==> config.mk <==
export PLATFORM = sky130hd
export DESIGN_NAME = dacs_core
export DESIGN_NICKNAME = d
export VERILOG_FILES = /design/src/logic/dacs_pkg.sv /design/src/logic/dacs_fifo.sv /design/src/logic/dacs_core.sv
export VERILOG_INCLUDE_DIRS = /design/src /design/src/logic
export SDC_FILE = /design/constraint.sdc
export NUM_CORES = 1
export LEC_CHECK = 0
export BUFFER_PORTS_ARGS = -buffer_cell sky130_fd_sc_hd__buf_2
export CORE_MARGIN = 2
export CORE_UTILIZATION = 40
export DETAILED_ROUTE_END_ITERATION = 10
export PLACE_DENSITY_LB_ADDON = 0.12
export SYNTH_ARGS = -nofsm -noshare
export SYNTH_HDL_FRONTEND = slang
export SYNTH_HIERARCHICAL = 1
export SYNTH_SLANG_ARGS = --single-unit
==> constraint.sdc <==
create_clock -name mclk_i -period 5.2 [get_ports mclk_i]
set_input_delay 1.04 -clock mclk_i [delete_from_list [all_inputs] [get_ports mclk_i]]
set_output_delay 1.04 -clock mclk_i [all_outputs]
set_load 0.1 [all_outputs]
==> src/logic/dacs_params.svh <==
// constants of the two-channel converter serial control block
// Behaviour
// - control word bits 7:6 and 2:0 have no effect on operation.
// - bits 5:3 form channel address; it applies to the next conversion.
// - address bits 2 and 1 ignored; 00 selects input a (default), 01 input b.
// - result is unsigned straight binary, zero at lowest input voltage.
// - model quantises with step supply/256, first transition at half step.
// - active while chip select low except from 16th falling edge to next first, powered down while high.
// - power down at 16th falling edge, wake at next conversion's first.
// - back-to-back 16-cycle conversions while chip select stays low.
// - control word sampled on first 8 rising edges of each conversion.
// - track 3 cycles, convert 12, asleep 1, result out msb first from 5th clock.
// - serial data out high impedance whenever chip select is high.
`ifndef DACS_PARAMS_SVH
`define DACS_PARAMS_SVH
`define DACS_CONV_CYCLES   5'h10
`define DACS_WORD_BITS     4'h8
`define DACS_TRACK_CYCLES  5'h03
`define DACS_DATA_FIRST    5'h04
`define DACS_DATA_LAST     5'h0B
`define DACS_ADDR_LSB      3
`define DACS_CODE_STEPS    256
`define DACS_CHAN_A        1'h0
`endif

==> src/logic/dacs_pkg.sv <==
// types of the two-channel converter serial control block
package dacs_pkg;
    typedef enum logic [1:0] {
        DACS_IDLE  = 2'h0,
        DACS_TRACK = 2'h1,
        DACS_CONV  = 2'h3,
        DACS_SLEEP = 2'h2
    } dacs_state_t;
    typedef struct packed {
        logic       chan;
        logic [7:0] code;
    } dacs_sample_t;
endpackage

==> src/logic/dacs_fifo.sv <==
// small valid/ready fifo for result words
`timescale 1ns/100ps
module dacs_fifo #(
    parameter int WIDTH = 9,
    parameter int DEPTH = 8
) (
    input  wire logic             mclk_i,
    input  wire logic             rst_n_i,
    input  wire logic [WIDTH-1:0] in_data_i,
    input  wire logic             in_valid_i,
    output logic                  in_ready_o,
    output logic      [WIDTH-1:0] out_data_o,
    output logic                  out_valid_o,
    input  wire logic             out_ready_i
);
    localparam int AW = $clog2(DEPTH);
    logic [WIDTH-1:0] mem_q [DEPTH];
    logic [AW-1:0]    wr_q, wr_d, rd_q, rd_d;
    logic [AW:0]      cnt_q, cnt_d;
    logic             push, pop;
    logic [WIDTH-1:0] data_q, data_d;
    logic             valid_q, valid_d;
    always_comb begin
        push    = in_valid_i && (cnt_q != (AW+1)'(DEPTH));
        pop     = out_ready_i && (cnt_q != '0);
        wr_d    = push ? wr_q + 1'b1 : wr_q;
        rd_d    = pop ? rd_q + 1'b1 : rd_q;
        cnt_d   = cnt_q + (AW+1)'(push) - (AW+1)'(pop);
        // registered head word, bypassed when it is written this cycle
        valid_d = cnt_d != '0;
        data_d  = (push && wr_q == rd_d) ? in_data_i : mem_q[rd_d];
    end
    always_ff @(posedge mclk_i or negedge rst_n_i) begin
        if (!rst_n_i) begin
            wr_q    <= '0;
            rd_q    <= '0;
            cnt_q   <= '0;
            data_q  <= '0;
            valid_q <= 1'h0;
        end else begin
            wr_q    <= wr_d;
            rd_q    <= rd_d;
            cnt_q   <= cnt_d;
            data_q  <= data_d;
            valid_q <= valid_d;
        end
    end
    always_ff @(posedge mclk_i) begin
        if (push) begin
            mem_q[wr_q] <= in_data_i;
        end
    end
    assign in_ready_o  = cnt_q != (AW+1)'(DEPTH);
    assign out_valid_o = valid_q;
    assign out_data_o  = data_q;
endmodule // dacs_fifo

==> src/logic/dacs_core.sv <==
// serial control and conversion sequencing of the two-channel converter
`timescale 1ns/100ps
`include "dacs_params.svh"
module dacs_core #(
    parameter int FIFO_DEPTH = 8
) (
    input  wire logic                mclk_i,
    input  wire logic                rst_n_i,
    input  wire logic                cs_n_i,
    input  wire logic                sclk_i,
    input  wire logic                sdi_i,
    output logic                     sdo_o,
    output logic                     sdo_oe_o,
    output logic                     powered_o,
    output logic                     tracking_o,
    output logic                     analog_sel_o,
    input  wire logic [7:0]          conv_code_i,
    input  wire logic                conv_valid_i,
    output logic                     conv_ready_o,
    output dacs_pkg::dacs_sample_t   sample_o,
    output logic                     sample_valid_o,
    input  wire logic                sample_ready_i
);
    import dacs_pkg::*;
    ////////////////////////////////////////////////////////////////
    // pin synchronisers
    logic [1:0] cs_s_q, clk_s_q, di_s_q;
    logic       clk_last_q;
    always_ff @(posedge mclk_i or negedge rst_n_i) begin
        if (!rst_n_i) begin
            cs_s_q     <= 2'h3;
            clk_s_q    <= 2'h0;
            di_s_q     <= 2'h0;
            clk_last_q <= 1'h0;
        end else begin
            cs_s_q     <= {cs_s_q[0], cs_n_i};
            clk_s_q    <= {clk_s_q[0], sclk_i};
            di_s_q     <= {di_s_q[0], sdi_i};
            clk_last_q <= clk_s_q[1];
        end
    end
    logic sel, rise, fall;
    always_comb begin
        sel  = !cs_s_q[1];
        rise = sel && clk_s_q[1] && !clk_last_q;
        fall = sel && !clk_s_q[1] && clk_last_q;
    end
    ////////////////////////////////////////////////////////////////
    // conversion sequencer
    dacs_state_t  st_q, st_d;
    logic [4:0]   cyc_q, cyc_d;
    logic [3:0]   nbit_q, nbit_d;
    logic [7:0]   word_q, word_d;
    logic         chan_q, chan_d, next_q, next_d;
    logic [7:0]   res_q, res_d;
    logic         sdo_q, sdo_d, oe_q, oe_d, pend_q, pend_d;
    logic         pwr_q, pwr_d, trk_q, trk_d, rdy_q, rdy_d;
    dacs_sample_t fin;
    logic         fin_ready, fq_valid;
    always_comb begin
        st_d = st_q; cyc_d = cyc_q; nbit_d = nbit_q; word_d = word_q;
        chan_d = chan_q; next_d = next_q; res_d = res_q; sdo_d = sdo_q;
        pend_d = pend_q;
        // taken by the fifo; a new result below wins
        if (pend_q && fin_ready) begin
            pend_d = 1'h0;
        end
        oe_d = sel;
        if (!sel) begin
            st_d = DACS_IDLE; cyc_d = '0; nbit_d = '0; sdo_d = 1'h0;
        end else begin
            if (fall && st_q != DACS_TRACK && st_q != DACS_CONV) begin
                // first falling edge wakes, next conversion begins
                st_d   = DACS_TRACK;
                cyc_d  = '0;
                nbit_d = '0;
                chan_d = next_q;
                sdo_d  = 1'h0;
            end else if (fall) begin
                cyc_d = cyc_q + 5'h01;
                if (cyc_d == `DACS_TRACK_CYCLES) begin
                    st_d = DACS_CONV;
                    // hold code of the tracked input
                    if (conv_valid_i) begin
                        res_d = conv_code_i;
                    end
                end
                // msb first from the fifth clock, zero elsewhere
                if (cyc_d >= `DACS_DATA_FIRST && cyc_d <= `DACS_DATA_LAST) begin
                    sdo_d = res_q[3'(`DACS_DATA_LAST - cyc_d)];
                end else begin
                    sdo_d = 1'h0;
                end
                // power down on sixteenth falling edge
                if (cyc_d == `DACS_CONV_CYCLES - 5'h01) begin
                    st_d   = DACS_SLEEP;
                    pend_d = 1'h1;
                end
            end
            // first eight rising edges carry the control word
            if (rise && nbit_q < `DACS_WORD_BITS && (st_q == DACS_TRACK || st_q == DACS_CONV)) begin
                word_d = {word_q[6:0], di_s_q[1]};
                nbit_d = nbit_q + 4'h1;
                if (nbit_d == `DACS_WORD_BITS) begin
                    // only word bit 3 (address bit 0) picks the next input
                    next_d = word_d[`DACS_ADDR_LSB];
                end
            end
        end
        // active while selected, asleep between conversions
        pwr_d = sel && st_d != DACS_SLEEP;
        trk_d = st_d == DACS_TRACK;
        rdy_d = !pend_d;
    end
    always_ff @(posedge mclk_i or negedge rst_n_i) begin
        if (!rst_n_i) begin
            st_q <= DACS_IDLE; cyc_q <= '0; nbit_q <= '0; word_q <= '0;
            chan_q <= `DACS_CHAN_A; next_q <= `DACS_CHAN_A; res_q <= '0;
            sdo_q <= 1'h0; oe_q <= 1'h0; pend_q <= 1'h0;
            pwr_q <= 1'h0; trk_q <= 1'h0; rdy_q <= 1'h1;
        end else begin
            st_q <= st_d; cyc_q <= cyc_d; nbit_q <= nbit_d; word_q <= word_d;
            chan_q <= chan_d; next_q <= next_d; res_q <= res_d;
            sdo_q <= sdo_d; oe_q <= oe_d; pend_q <= pend_d;
            pwr_q <= pwr_d; trk_q <= trk_d; rdy_q <= rdy_d;
        end
    end
    ////////////////////////////////////////////////////////////////
    // straight-binary results queued for the user
    assign fin.chan = chan_q;
    assign fin.code = res_q;
    dacs_fifo #(
        .WIDTH ($bits(dacs_sample_t)),
        .DEPTH (FIFO_DEPTH)
    ) u_fifo (
        .mclk_i      (mclk_i),
        .rst_n_i     (rst_n_i),
        .in_data_i   (fin),
        .in_valid_i  (pend_q),
        .in_ready_o  (fin_ready),
        .out_data_o  (sample_o),
        .out_valid_o (fq_valid),
        .out_ready_i (sample_ready_i)
    );
    assign sample_valid_o = fq_valid;
    assign conv_ready_o   = rdy_q;
    assign sdo_o          = sdo_q;
    assign sdo_oe_o       = oe_q;
    assign analog_sel_o   = chan_q;
    assign powered_o      = pwr_q;
    assign tracking_o     = trk_q;
endmodule // dacs_core

; ---- Word level (Yosys, flattened, before mapping)
; Memory sizes are Yosys's and may differ from the RTL's. A register that Yosys moved wholly into a read port is not among the register bits.
; Index checks and enable logic that the tools add are counted.
[totals]
ram_bits = 72
n_memories = 1
output_inout_bits = 16
register_bits = 48
elab_cells = 96
[classes]
n_eq_ne = 10
reduce_logical = 26
mux = 25
add_sub_neg = 7
order_cmp = 4
bitwise_logic = 2
[mem_list]
columns = name, depth, width, rd, rd_clocked_by_memory_dff, wr, line_no
row1 = u_fifo.mem_q, 8, 9, 1, 1, 1, dacs_fifo.sv:17  ; logic [WIDTH-1:0] mem_q [DEPTH];
[op_table]
columns = operator, count
row1 = $mux W5, 3
row2 = $logic_and A1 B1 Y1, 12
row3 = $mux W1, 12
row4 = $mux W4, 3
row5 = $mux W2, 5
row6 = $reduce_bool A4 Y1, 2
row7 = $add A3 B1 Y3 const B, 2
row8 = $reduce_bool A3 Y1, 2
row9 = $add A5 B1 Y5 const B, 1
row10 = $eq A5 B2 Y1 const B, 1
row11 = $eq A5 B4 Y1 const B, 1
row12 = $ge A5 B3 Y1 const B, 1
row13 = $le A5 B4 Y1 const B, 1
row14 = $logic_not A1 Y1, 5
row15 = $reduce_and A5 Y1, 1
row16 = $add A4 B1 Y4, 1
row17 = $add A4 B1 Y4 const B, 1
row18 = $eq A2 B1 Y1 const B, 2
row19 = $eq A4 B4 Y1 const B, 1
row20 = $lt A3 B4 Y1 const B, 1
row21 = $lt A4 B4 Y1 const B, 1
row22 = $ne A2 B2 Y1 const B, 2
row23 = $ne A4 B4 Y1 const B, 1
row24 = $reduce_and A2 Y1, 2
row25 = 9 further kinds, 10

; ---- Longest topological paths before layout
; Gate-level depths: netlist (run 1).
[logic_depth]
word_depth = 9
ltp_mapped = 12

; ---- By module
; The synthesis (run 1) kept the hierarchy.
[by_module_without_submodules]
columns = module, area_per_inst_um2, cells_each, seq_area_each_um2, instances
row1 = dacs_fifo, 3843.7, 226, 2662.6, 1
row2 = dacs_core, 1644.1, 138, 929.6, 1

; ---- Least setup slack after synthesis (run 1)
; OpenSTA, ideal clock, no wires.
[synth_path]
kind = in2reg
from = in sample_ready_i
to = reg u_fifo.data_q[8] (netlist: u_fifo/out_data_o[8]) (read register of u_fifo.mem_q)
path_stages = 6
t_arrival_ns = 2.538
t_required_ns = 5.073
setup_slack_ns = 2.535
path_cell_list = and3b_1 a221oi_4 xnor2_1 or4_1 buf_6 mux2_4
[synth_between]
elab_chain_cells = 2
[synth_rtl]
columns = item, line_no
row1 = start: declaration, dacs_core.sv:22  ; input wire logic sample_ready_i
row2 = $logic_and A1 B1 Y1, dacs_fifo.sv:25  ; pop = out_ready_i && (cnt_q != '0);
row3 = $mux W3, dacs_fifo.sv:27  ; rd_d = pop ? rd_q + 1'b1 : rd_q;
row4 = end: declaration, dacs_fifo.sv:21  ; logic [WIDTH-1:0] data_q, data_d;
; No other way between the ends.
; A chain may end at the register's enable or synchronous reset.

; ---- Worst setup path after layout (run 1)
[layout_path]
from = reg u_fifo.cnt_q[2]
to = reg u_fifo.data_q[3] (netlist: u_fifo/out_data_o[3]) (read register of u_fifo.mem_q)
[layout_between]
elab_chain_cells = 3
[layout_rtl]
columns = item, line_no
row1 = start: declaration, dacs_fifo.sv:19  ; logic [AW:0] cnt_q, cnt_d;
row2 = start signal: assignment, dacs_fifo.sv:43  ; cnt_q <= cnt_d;
row3 = $reduce_bool A4 Y1, dacs_fifo.sv:25
row4 = $logic_and A1 B1 Y1, dacs_fifo.sv:25
row5 = $mux W3, dacs_fifo.sv:27
; No other way between the ends.

==> implementation parameters, run 1 <==
Parameter                              Value

Synth
  Post-Syn Instances    364
  Area share of the leading cell type in the synthesized netlist    39.4%
  Number of warnings reported in the yosys synthesis log    6
  Mapped cell area    0.00549 mm²
  Leading register cell type out of synthesis    sky130_fd_sc_hd__edfxtp_1
  Avg Inst Size Synth    15.1 µm²
  Portion of the post-synthesis area used by sequential elements    65.5%
  Synth cell types    between 50 and 60
  Number of flip-flops and latches in the synthesized netlist    129
  Largest cells by area after synthesis    sky130_fd_sc_hd__edfxtp_1 (39%), sky130_fd_sc_hd__dfrtp_1 (25%), sky130_fd_sc_hd__mux2i_1 (6.7%), sky130_fd_sc_hd__ha_1 (2.7%), sky130_fd_sc_hd__mux2_2 (2.7%)
  Cell taking the most area after synthesis    sky130_fd_sc_hd__edfxtp_1
  Count of flip-flops with a built-in enable after synthesis    72
  Fraction of registers with async set or reset after synthesis    44.2%
  Net count after synthesis    392

Power and ir drop
  IR drop worst, VDD    0.196 mV
  Power density over the cells    484 mW/mm²
  Static leakage power    2.76 nW

STA
  Minimum setup slack in the final design    ~1.9 ns
  Transition at the pin with the smallest max-transition slack    approximately 1 ns
  Final Cycle Share    64.2%
  Setup TNS    0 ns
  Final worst path period need    between 3 and 4 ns
  Slew HR    roughly 33%
  Clock Skew    0.00491 ns
  Number of slew-limit violations in the final report    0
  Final setup violation count    0
  Unrepaired setup endpoints after global routing    no
  Achievable frequency    0.299 GHz
  Hold violation total from the final report    0

Floorplanning
  # rows    42
  Vertical die dimension    between 100 and 150 µm
  X dimension of the die    121 µm
  Area of the placeable core    0.0133 mm²
  Effective utilization at floorplan    41.3%
  I/O pin cnt    31
  Total die area    about 0.015 mm²

Cells and area
  Highest-count cells in the layout ignoring fill and taps    sky130_fd_sc_hd__edfxtp_1 (72), sky130_fd_sc_hd__dfrtp_1 (54), sky130_fd_sc_hd__mux2i_1 (37)
  Syn-to-layout area delta    17.2%
  Antenna cells    0
  Filler cell count    between 1k and 1.5k
  Fraction of layout cells with a size suffix above 1    24.3%
  Final net count    434
  Commonest non-fill, non-tap cell in the layout    sky130_fd_sc_hd__edfxtp_1

Worst setup path
  Buffers plus inverters on the worst setup path    2
  Max stage delay on crit path    0.77 ns
  Type of element launching the critical path    flip-flop
  Critical Path Fanout Max    38
  Slowest cell on the critical path    sky130_fd_sc_hd__or4_1
  Sort of element at the end of the critical path    flip-flop
  CP cell instances    inv_1 -> ha_1 -> or3b_4 -> a221oi_4 -> buf_4 -> xnor2_1 -> or4_1 -> mux2_4
  Critical path arrival    roughly 3.6 ns
  Endpoint required time on the critical path    ~5.5 ns
  Critical path start-end classification    flip-flop to flip-flop
  Crit-path leading delay family    simple AND/OR/NAND/NOR gates

Outcome
  Status    complete, no violations

Global routing
  Via count of the first global-routing pass    3100
  Total overflow reported by the global router    0
  Largest net degree at the start of global routing    58
  Initial antenna violation count    0
  First-pass GRT wire length    16.3 mm
  GRT Resource Usage Total    14.9%

CTS
  CTS-repair resized insts    0
  Clock buffers created by TritonCTS    17
  Max Root-Sink Buffers    2
  Buffer type at the clock tree root    sky130_fd_sc_hd__clkbuf_16
  Post-CTS setup buffers    0
  TritonCTS clock tree    done
  Number of H-tree levels    4
  Hold-fix buffer count after cts    0
  Clock-pin slew reported for the worst setup and hold paths after clock tree synthesis    0.05 ns
  Total number of clock tree sinks    129
  Insertion delay to the later sink of the worst-skew pair    0.41 ns

Placement
  Port Buffer Count    30
  Worst slack, placed    1.61 ns
  GPL Wtd Cong    0.751
  Detailed-placement wirelength estimate    6.38 mm

Routing
  First drt pass iteration count    4
  Drt drc    0
  Remaining number of nets flagged by the antenna check after routing    0
  Routed WL per cell    16.7 µm
  Post-detailed-route via-to-cell ratio    5.06
  Number of vias after detailed routing    3010
  Total detailed-routing wirelength    approximately 9.9 mm
  Number of DRC violations after detailed-routing iteration 0    about 120

Hold path
  Worst hold-check path type    flip-flop to flip-flop

Job
  Count of maximum capacitance violations    0
-- kinds of logic after synthesis --
logic type | synth area share (%)
flops | 65.5
compound gates | 7.00
xor+xnor | 1.92
mux | 12.7
simple gates | 7.46
fa+ha+maj | 3.10
buf+inv | 2.37
-- per-layer routing --
metal	up-vias	wire length, µm	track usage (%)	share of wire [%]
met5	-	0	0	0
met4	0	99	5.68	1.0
li1	1457	-	-	-
met2	45	4780	23.1	48
met3	12	327	4.75	3.3
met1	1496	4740	19.8	48
-- final timing paths --
path / startpoint / to / slack (ns) / cells past startpoint
setup reg to reg: u_fifo/cnt_q[2] / u_fifo/out_data_o[3] / 1.86 / 8
max in group asynchronous: rst_n_i / u_fifo/out_data_o[5] / 3.93 / 2
setup / recovery: u_fifo/cnt_q[2] / u_fifo/out_data_o[3] / 1.86 / 8
hold / removal: clk_s_q[0] / clk_s_q[1] / 0.35 / 0
hold reg to reg: clk_s_q[0] / clk_s_q[1] / 0.35 / 0
min in group asynchronous: rst_n_i / nbit_q[2] / 0.78 / 2
-- flip-flops by register name, summed over array words and instances (netlist names), 4 cells and up --
signal	flops
res_q	8
nbit_q	4
u_fifo/mem_q	72
cyc_q	5
u_fifo/out_data_o	9
u_fifo/cnt_q	4
-- report_power, final --
group          switching, mW  internal (mW)  total, mW  leakage (nW)
Sequential            0.0292           1.13       1.16          1.50
Clock                  0.431          0.751       1.18         0.280
Combinational          0.420          0.351      0.771         0.987
-- final cells by class --
class / instances / area (µm²) / area share [%]
Clock buffer: 18 / 429 / 6.67
Clock inverter: 14 / 165 / 2.57
Inverter: 13 / 48.8 / 0.759
Multi-Input combinational cell: 209 / 1780 / 27.7
Sequential cell: 129 / 3590 / 55.8
Tap cell: 176 / 220 / 3.42
Timing Repair Buffer: 36 / 195 / 3.03
-- Yosys cell counts, types with 2 or more instances --
cell	n
sky130_fd_sc_hd__a21oi_1	10
sky130_fd_sc_hd__nand4_1	2
sky130_fd_sc_hd__or4_1	3
sky130_fd_sc_hd__xor2_1	5
sky130_fd_sc_hd__ha_1	12
sky130_fd_sc_hd__dfrtp_1	54
sky130_fd_sc_hd__o21ai_0	6
sky130_fd_sc_hd__and3_1	3
sky130_fd_sc_hd__nand2_1	17
sky130_fd_sc_hd__buf_4	2
sky130_fd_sc_hd__mux2_2	13
sky130_fd_sc_hd__nor2_1	12
sky130_fd_sc_hd__buf_6	3
sky130_fd_sc_hd__nor2b_1	3
sky130_fd_sc_hd__dfstp_2	3
sky130_fd_sc_hd__mux2_4	9
sky130_fd_sc_hd__a22o_1	10
sky130_fd_sc_hd__a21o_1	2
sky130_fd_sc_hd__edfxtp_1	72
sky130_fd_sc_hd__nand3_1	6
sky130_fd_sc_hd__nand2b_1	6
sky130_fd_sc_hd__mux2i_1	37
sky130_fd_sc_hd__inv_1	12
sky130_fd_sc_hd__clkbuf_1	5
sky130_fd_sc_hd__xnor2_1	7
sky130_fd_sc_hd__and2_1	4
sky130_fd_sc_hd__mux2_1	2
sky130_fd_sc_hd__buf_2	2
sky130_fd_sc_hd__nor3_1	8
sky130_fd_sc_hd__a221oi_1	9
sky130_fd_sc_hd__nor4_1	2
sky130_fd_sc_hd__a2bb2oi_1	2
-- per-stage QoR --
step | total power, mW | std cells | instance area, µm² | hold slack (ns) | util (%)
detailed placement | 1.95 | 563 | 5840 | 0.335 | 43.9
CTS | 3.15 | 595 | 6430 | 0.347 | 48.4
floorplan | 1.80 | 364 | 5490 | 0.331 | -
finish | 3.11 | 595 | 6430 | 0.346 | 48.4
global placement | 1.94 | 563 | 5840 | 0.334 | 43.9
global route | 3.27 | 595 | 6430 | 0.360 | 48.4
No activity file was read; power rests on OpenSTA's default activity.
==> run 2, diff against run 1 <==
==> constraint.sdc (replaced) <==
create_clock -name mclk_i -period 3.2 [get_ports mclk_i]
set_input_delay 0.64 -clock mclk_i [delete_from_list [all_inputs] [get_ports mclk_i]]
set_output_delay 0.64 -clock mclk_i [all_outputs]
set_load 0.1 [all_outputs]
==> implementation parameters, run 2 (synthesis results as in run 1) <==
Parameter                              Value

Cells and area
  Antenna cells    0
  Fin util    48.9%
  Flip-flop count of the largest register after layout    72
  Fraction of layout cells with a size suffix above 1    26.0%
  Final net count    442
  Highest-count cells in the layout ignoring fill and taps    sky130_fd_sc_hd__edfxtp_1 (72), sky130_fd_sc_hd__dfrtp_1 (54), sky130_fd_sc_hd__mux2i_1 (37)
  Multi-input gate area    0.00178 mm²
  Register containing the most flip-flops in the final layout    u_fifo/mem_q
  Final Instance Area    between 0.006 and 0.007 mm²
  Commonest non-fill, non-tap cell in the layout    sky130_fd_sc_hd__edfxtp_1
  Filler cell count    ~1.2k
  Syn-to-layout area delta    18.4%
  Post-route insts no fill    603
  Register area    0.00359 mm²

Routing
  Number of vias after detailed routing    3060
  Routed WL per cell    16.6 µm
  Post-detailed-route via-to-cell ratio    5.07
  Drt drc    0
  Remaining number of nets flagged by the antenna check after routing    0
  First drt pass iteration count    4
  Total detailed-routing wirelength    9.99 mm
  Number of DRC violations after detailed-routing iteration 0    147

Placement
  Worst slack, placed    about 0.32 ns
  GPL Wtd Cong    0.762
  Cell area after placement    0.00589 mm²
  Total placed cells including tap cells    571
  Detailed-placement wirelength estimate    6.72 mm
  Port Buffer Count    30

CTS
  Number of H-tree levels    4
  Total number of clock tree sinks    approximately 130
  Max Root-Sink Buffers    2
  TritonCTS clock tree    done
  Clock-pin slew reported for the worst setup and hold paths after clock tree synthesis    around 0.060 ns
  Post-CTS setup buffers    0
  Clock buffers created by TritonCTS    17
  Insertion delay to the later sink of the worst-skew pair    around 0.42 ns
  Buffer type at the clock tree root    sky130_fd_sc_hd__clkbuf_16
  CTS-repair resized insts    0
  Hold-fix buffer count after cts    0

Worst setup path
  Crit-path leading delay family    simple AND/OR/NAND/NOR gates
  Buffers plus inverters on the worst setup path    1
  Slowest cell on the critical path    sky130_fd_sc_hd__or4_1
  Type of element launching the critical path    flip-flop
  Max stage delay on crit path    around 0.84 ns
  Critical path start-end classification    flip-flop to flip-flop
  Critical Path Fanout Max    9
  Sort of element at the end of the critical path    flip-flop
  Critical path arrival    around 3.2 ns
  CP cell instances    inv_1 -> ha_1 -> or3b_4 -> a221oi_4 -> xnor2_1 -> or4_1 -> mux2_4
  Endpoint required time on the critical path    approximately 3.5 ns

Job
  Count of maximum capacitance violations    0

STA
  Number of slew-limit violations in the final report    0
  Setup TNS    0 ns
  Clock Skew    0.00784 ns
  Slew HR    36.9%
  Achievable frequency    0.350 GHz
  Final setup violation count    0
  Hold violation total from the final report    0
  Transition at the pin with the smallest max-transition slack    about 0.94 ns
  Final Cycle Share    between 80 and 90%
  Minimum setup slack in the final design    0.339 ns
  Unrepaired setup endpoints after global routing    no
  Smallest hold slack    between 0.2 and 0.3 ns
  Final worst path period need    between 2 and 3 ns

Global routing
  Initial antenna violation count    0
  First-pass GRT wire length    16.9 mm
  Via count of the first global-routing pass    3208
  GRT Resource Usage Total    between 10% and 20%
  Total overflow reported by the global router    0
  Largest net degree at the start of global routing    30

Floorplanning
  X dimension of the die    121 µm
  Effective utilization at floorplan    41.3%
  I/O pin cnt    31
  # rows    42
  Total die area    0.0147 mm²
  Area of the placeable core    roughly 0.013 mm²
  Vertical die dimension    121 µm

Power and ir drop
  Power density over the cells    roughly 780 mW/mm²
  IR drop worst, VDD    0.345 mV
  Static leakage power    ~2.8 nW
  Overall Power    approximately 5.1 mW

Outcome
  Status    complete, no violations

Hold path
  Worst hold-check path type    primary input to async pin
==> run 2: cell types whose count changed in the layout (fill, tap and decap cells not counted), moves of 2 or more <==
cell | previous run | this run
sky130_fd_sc_hd__clkbuf_16 | 17 | 19
sky130_fd_sc_hd__buf_4 | 6 | 14
sky130_fd_sc_hd__bufinv_16 | 3 | 1
sky130_fd_sc_hd__clkinvlp_4 | 4 | 2
sky130_fd_sc_hd__inv_6 | 1 | 4
==> run 2: area by class of cell <==
type	instances	share of cell area (%)
Sequential cell	129	55.3
Multi-Input combinational cell	209	27.3
Clock buffer	20	7.53
Timing Repair Buffer	44	3.93
Tap cell	176	3.39
Clock inverter	12	1.79
Inverter	13	0.751
==> run 2: routing by layer <==
layer / vias to the layer above / track usage (%) / share of wire, %
li1: 1461 / - / -
met1: 1518 / 20.8 / 46
met2: 67 / 23.8 / 47
met3: 14 / 4.09 / 5.6
met4: 0 / 7.11 / 1.8
met5: - / 0 / 0
==> run 2: report_power, final <==
group,internal (mW),switching [mW],leakage (nW)
sequential,1.83,0.0485,1.50
combinational,0.601,0.677,1.03
clock,1.19,0.734,0.296
==> run 2: worst paths after layout <==
check	from	end	slack, ns	depth (start not counted)
min in group mclk_i	cs_n_i	cs_s_q[0]	0.32	1
max reg2reg	u_fifo/cnt_q[2]	u_fifo/out_data_o[0]	0.34	7
max in group asynchronous	rst_n_i	cyc_q[1]	2.28	2
min reg2reg	di_s_q[0]	di_s_q[1]	0.35	0
max	u_fifo/cnt_q[2]	u_fifo/out_data_o[0]	0.34	7
min	rst_n_i	nbit_q[0]	0.25	1
==> run 2: worst reg2reg max path, delay by kind of cell, from the launching register on <==
family | cells | cell delay [ns]
buffers and inverters | 1 | 0.10
and+or+nand+nor | 2 | 1.28
AOI/OAI and AO/OA | 1 | 0.34
muxes | 1 | 0.41
DFF | 1 | 0.35
xor gates and xnor gates | 1 | 0.09
adders and majority gates | 1 | 0.19
==> run 3, diff against run 2 <==
--- a/config.mk
+++ b/config.mk
@@ -10,7 +10,8 @@
 export CORE_MARGIN = 2
 export CORE_UTILIZATION = 40
 export DETAILED_ROUTE_END_ITERATION = 10
-export PLACE_DENSITY_LB_ADDON = 0.12
+export PLACE_DENSITY = 0.63
+export SKIP_LAST_GASP = 1
 export SYNTH_ARGS = -nofsm -noshare
 export SYNTH_HDL_FRONTEND = slang
 export SYNTH_HIERARCHICAL = 1
==> implementation parameters, run 3 (synthesis results as in run 1) <==
Parameter                              Value

STA
  Final Cycle Share    between 90% and 100%
  Unrepaired setup endpoints after global routing    no
  Final setup violation count    0
  Setup TNS    0 ns
  Transition at the pin with the smallest max-transition slack    0.968 ns
  Achievable frequency    0.344 GHz
  Slew HR    35.3%
  Number of slew-limit violations in the final report    0
  Clock Skew    about 0.007 ns
  Minimum setup slack in the final design    0.297 ns
  Hold violation total from the final report    0
  Final worst path period need    2.90 ns

Floorplanning
  Area of the placeable core    approximately 0.013 mm²
  Effective utilization at floorplan    41.3%
  Vertical die dimension    121 µm
  I/O pin cnt    31
  Total die area    0.0147 mm²
  # rows    42
  X dimension of the die    121 µm

CTS
  Hold-fix buffer count after cts    0
  Clock-pin slew reported for the worst setup and hold paths after clock tree synthesis    0.05 ns
  Total number of clock tree sinks    129
  Insertion delay to the later sink of the worst-skew pair    ~0.4 ns
  Number of H-tree levels    4
  Post-CTS setup buffers    0
  CTS-repair resized insts    0
  Buffer type at the clock tree root    sky130_fd_sc_hd__clkbuf_16
  TritonCTS clock tree    done
  Clock buffers created by TritonCTS    17
  Max Root-Sink Buffers    2

Routing
  Post-detailed-route via-to-cell ratio    5.08
  First drt pass iteration count    4
  Routed WL per cell    16.6 µm
  Number of DRC violations after detailed-routing iteration 0    134
  Remaining number of nets flagged by the antenna check after routing    0
  Drt drc    0
  Total detailed-routing wirelength    9.98 mm
  Number of vias after detailed routing    3060

Global routing
  Via count of the first global-routing pass    3289
  Largest net degree at the start of global routing    36
  Initial antenna violation count    0
  Total overflow reported by the global router    0
  GRT Resource Usage Total    15.1%
  First-pass GRT wire length    16.7 mm

Job
  Count of maximum capacitance violations    0

Cells and area
  Highest-count cells in the layout ignoring fill and taps    sky130_fd_sc_hd__edfxtp_1 (72), sky130_fd_sc_hd__dfrtp_1 (54), sky130_fd_sc_hd__mux2i_1 (37)
  Register containing the most flip-flops in the final layout    u_fifo/mem_q
  Flip-flop count of the largest register after layout    72
  Commonest non-fill, non-tap cell in the layout    sky130_fd_sc_hd__edfxtp_1
  Antenna cells    0
  Final net count    441
  Filler cell count    approximately 1.1k
  Syn-to-layout area delta    18.2%
  Final Instance Area    between 0.006 and 0.007 mm²
  Fraction of layout cells with a size suffix above 1    24.2%
  Fin util    48.8%

Worst setup path
  Critical path start-end classification    flip-flop to flip-flop
  Type of element launching the critical path    flip-flop
  Flop2flop setup slack    slightly below 0.3 ns
  Terminus of the critical flop-to-flop path    u_fifo/out_valid_o
  Sort of element at the end of the critical path    flip-flop
  Endpoint required time on the critical path    3.46 ns
  Critical Path Fanout Max    5
  Reg-to-Reg Start    u_fifo/cnt_q[2]
  FF-to-FF path depth    10
  Critical path arrival    about 3.2 ns

Placement
  Port Buffer Count    30
  Cell area after placement    0.00589 mm²
  Worst slack, placed    0.304 ns
  Detailed-placement wirelength estimate    6.69 mm
  GPL Wtd Cong    0.814

Power and ir drop
  Overall Power    roughly 5.1 mW
  IR drop worst, VDD    0.458 mV
  Power density over the cells    790 mW/mm²
  Static leakage power    between 2 and 3 nW

Hold path
  Worst hold-check path type    primary input to async pin

Outcome
  Status    complete, no violations
==> run 3: where the power goes <==
| group | internal, mW | total, mW | switching, mW | leakage, nW |
|---|---|---|---|---|
| combinational | 0.605 | 1.28 | 0.677 | 1.02 |
| clock | 1.29 | 1.96 | 0.665 | 0.280 |
| sequential | 1.84 | 1.88 | 0.0483 | 1.50 |
==> run 3: critical path: stages, from the launching register on <==
cell and delay [ns]:
sky130_fd_sc_hd__dfrtp_1 0.36, sky130_fd_sc_hd__inv_1 0.10, sky130_fd_sc_hd__ha_1 0.18, sky130_fd_sc_hd__or3b_4 0.44, sky130_fd_sc_hd__nand2_1 0.09, sky130_fd_sc_hd__inv_1 0.04, sky130_fd_sc_hd__ha_1 0.27, sky130_fd_sc_hd__inv_1 0.04
sky130_fd_sc_hd__ha_1 0.19, sky130_fd_sc_hd__fa_1 0.46, sky130_fd_sc_hd__or4_1 0.58
==> run 3: worst max-delay path by stage <==
| stage | start | cells after the start | endpoint | slack, ns |
|---|---|---|---|---|
| 3_5_place_dp | u_fifo/cnt_q[2] | 10 | u_fifo/out_valid_o | 0.30 |
| 6_report | u_fifo/cnt_q[2] | 10 | u_fifo/out_valid_o | 0.30 |
| 2_1_floorplan | u_fifo/cnt_q[2] | 10 | u_fifo/out_valid_o | 0.54 |
| 5_1_grt | u_fifo/cnt_q[2] | 10 | u_fifo/out_valid_o | 0.16 |
| 3_3_place_gp | u_fifo/cnt_q[2] | 7 | u_fifo/out_data_o[5] | 0.41 |
| 4_1_cts | u_fifo/cnt_q[2] | 10 | u_fifo/out_valid_o | 0.29 |
==> run 3: through the flow <==
| stage | hold WS [ns] | std cells |
|---|---|---|
| 6_report | 0.288 | 602 |
| 3_3_place_gp | 0.333 | 570 |
| 5_1_grt | 0.308 | 602 |
| 4_1_cts | 0.305 | 602 |
| 2_1_floorplan | 0.331 | 364 |
| 3_5_place_dp | 0.336 | 570 |
==> run 3: layer usage <==
metal	track usage, %	wire length, µm	up-vias
met1	18.9	4470	1520
met4	6.25	168	0
li1	-	-	1466
met2	24.2	4960	60
met3	5.08	379	14
met5	0	0	-
==> run 3: area by class of cell <==
type                    instances  area (µm²)  share of cell area (%)
repair buffers                 43         248                    3.82
clock inverters                11         163                    2.51
inverters                      13        48.8                   0.752
flip-flops and latches        129        3590                    55.4
clock buffers                  21         440                    6.79
well taps                     176         220                    3.39
multi-input cells             209        1780                    27.4
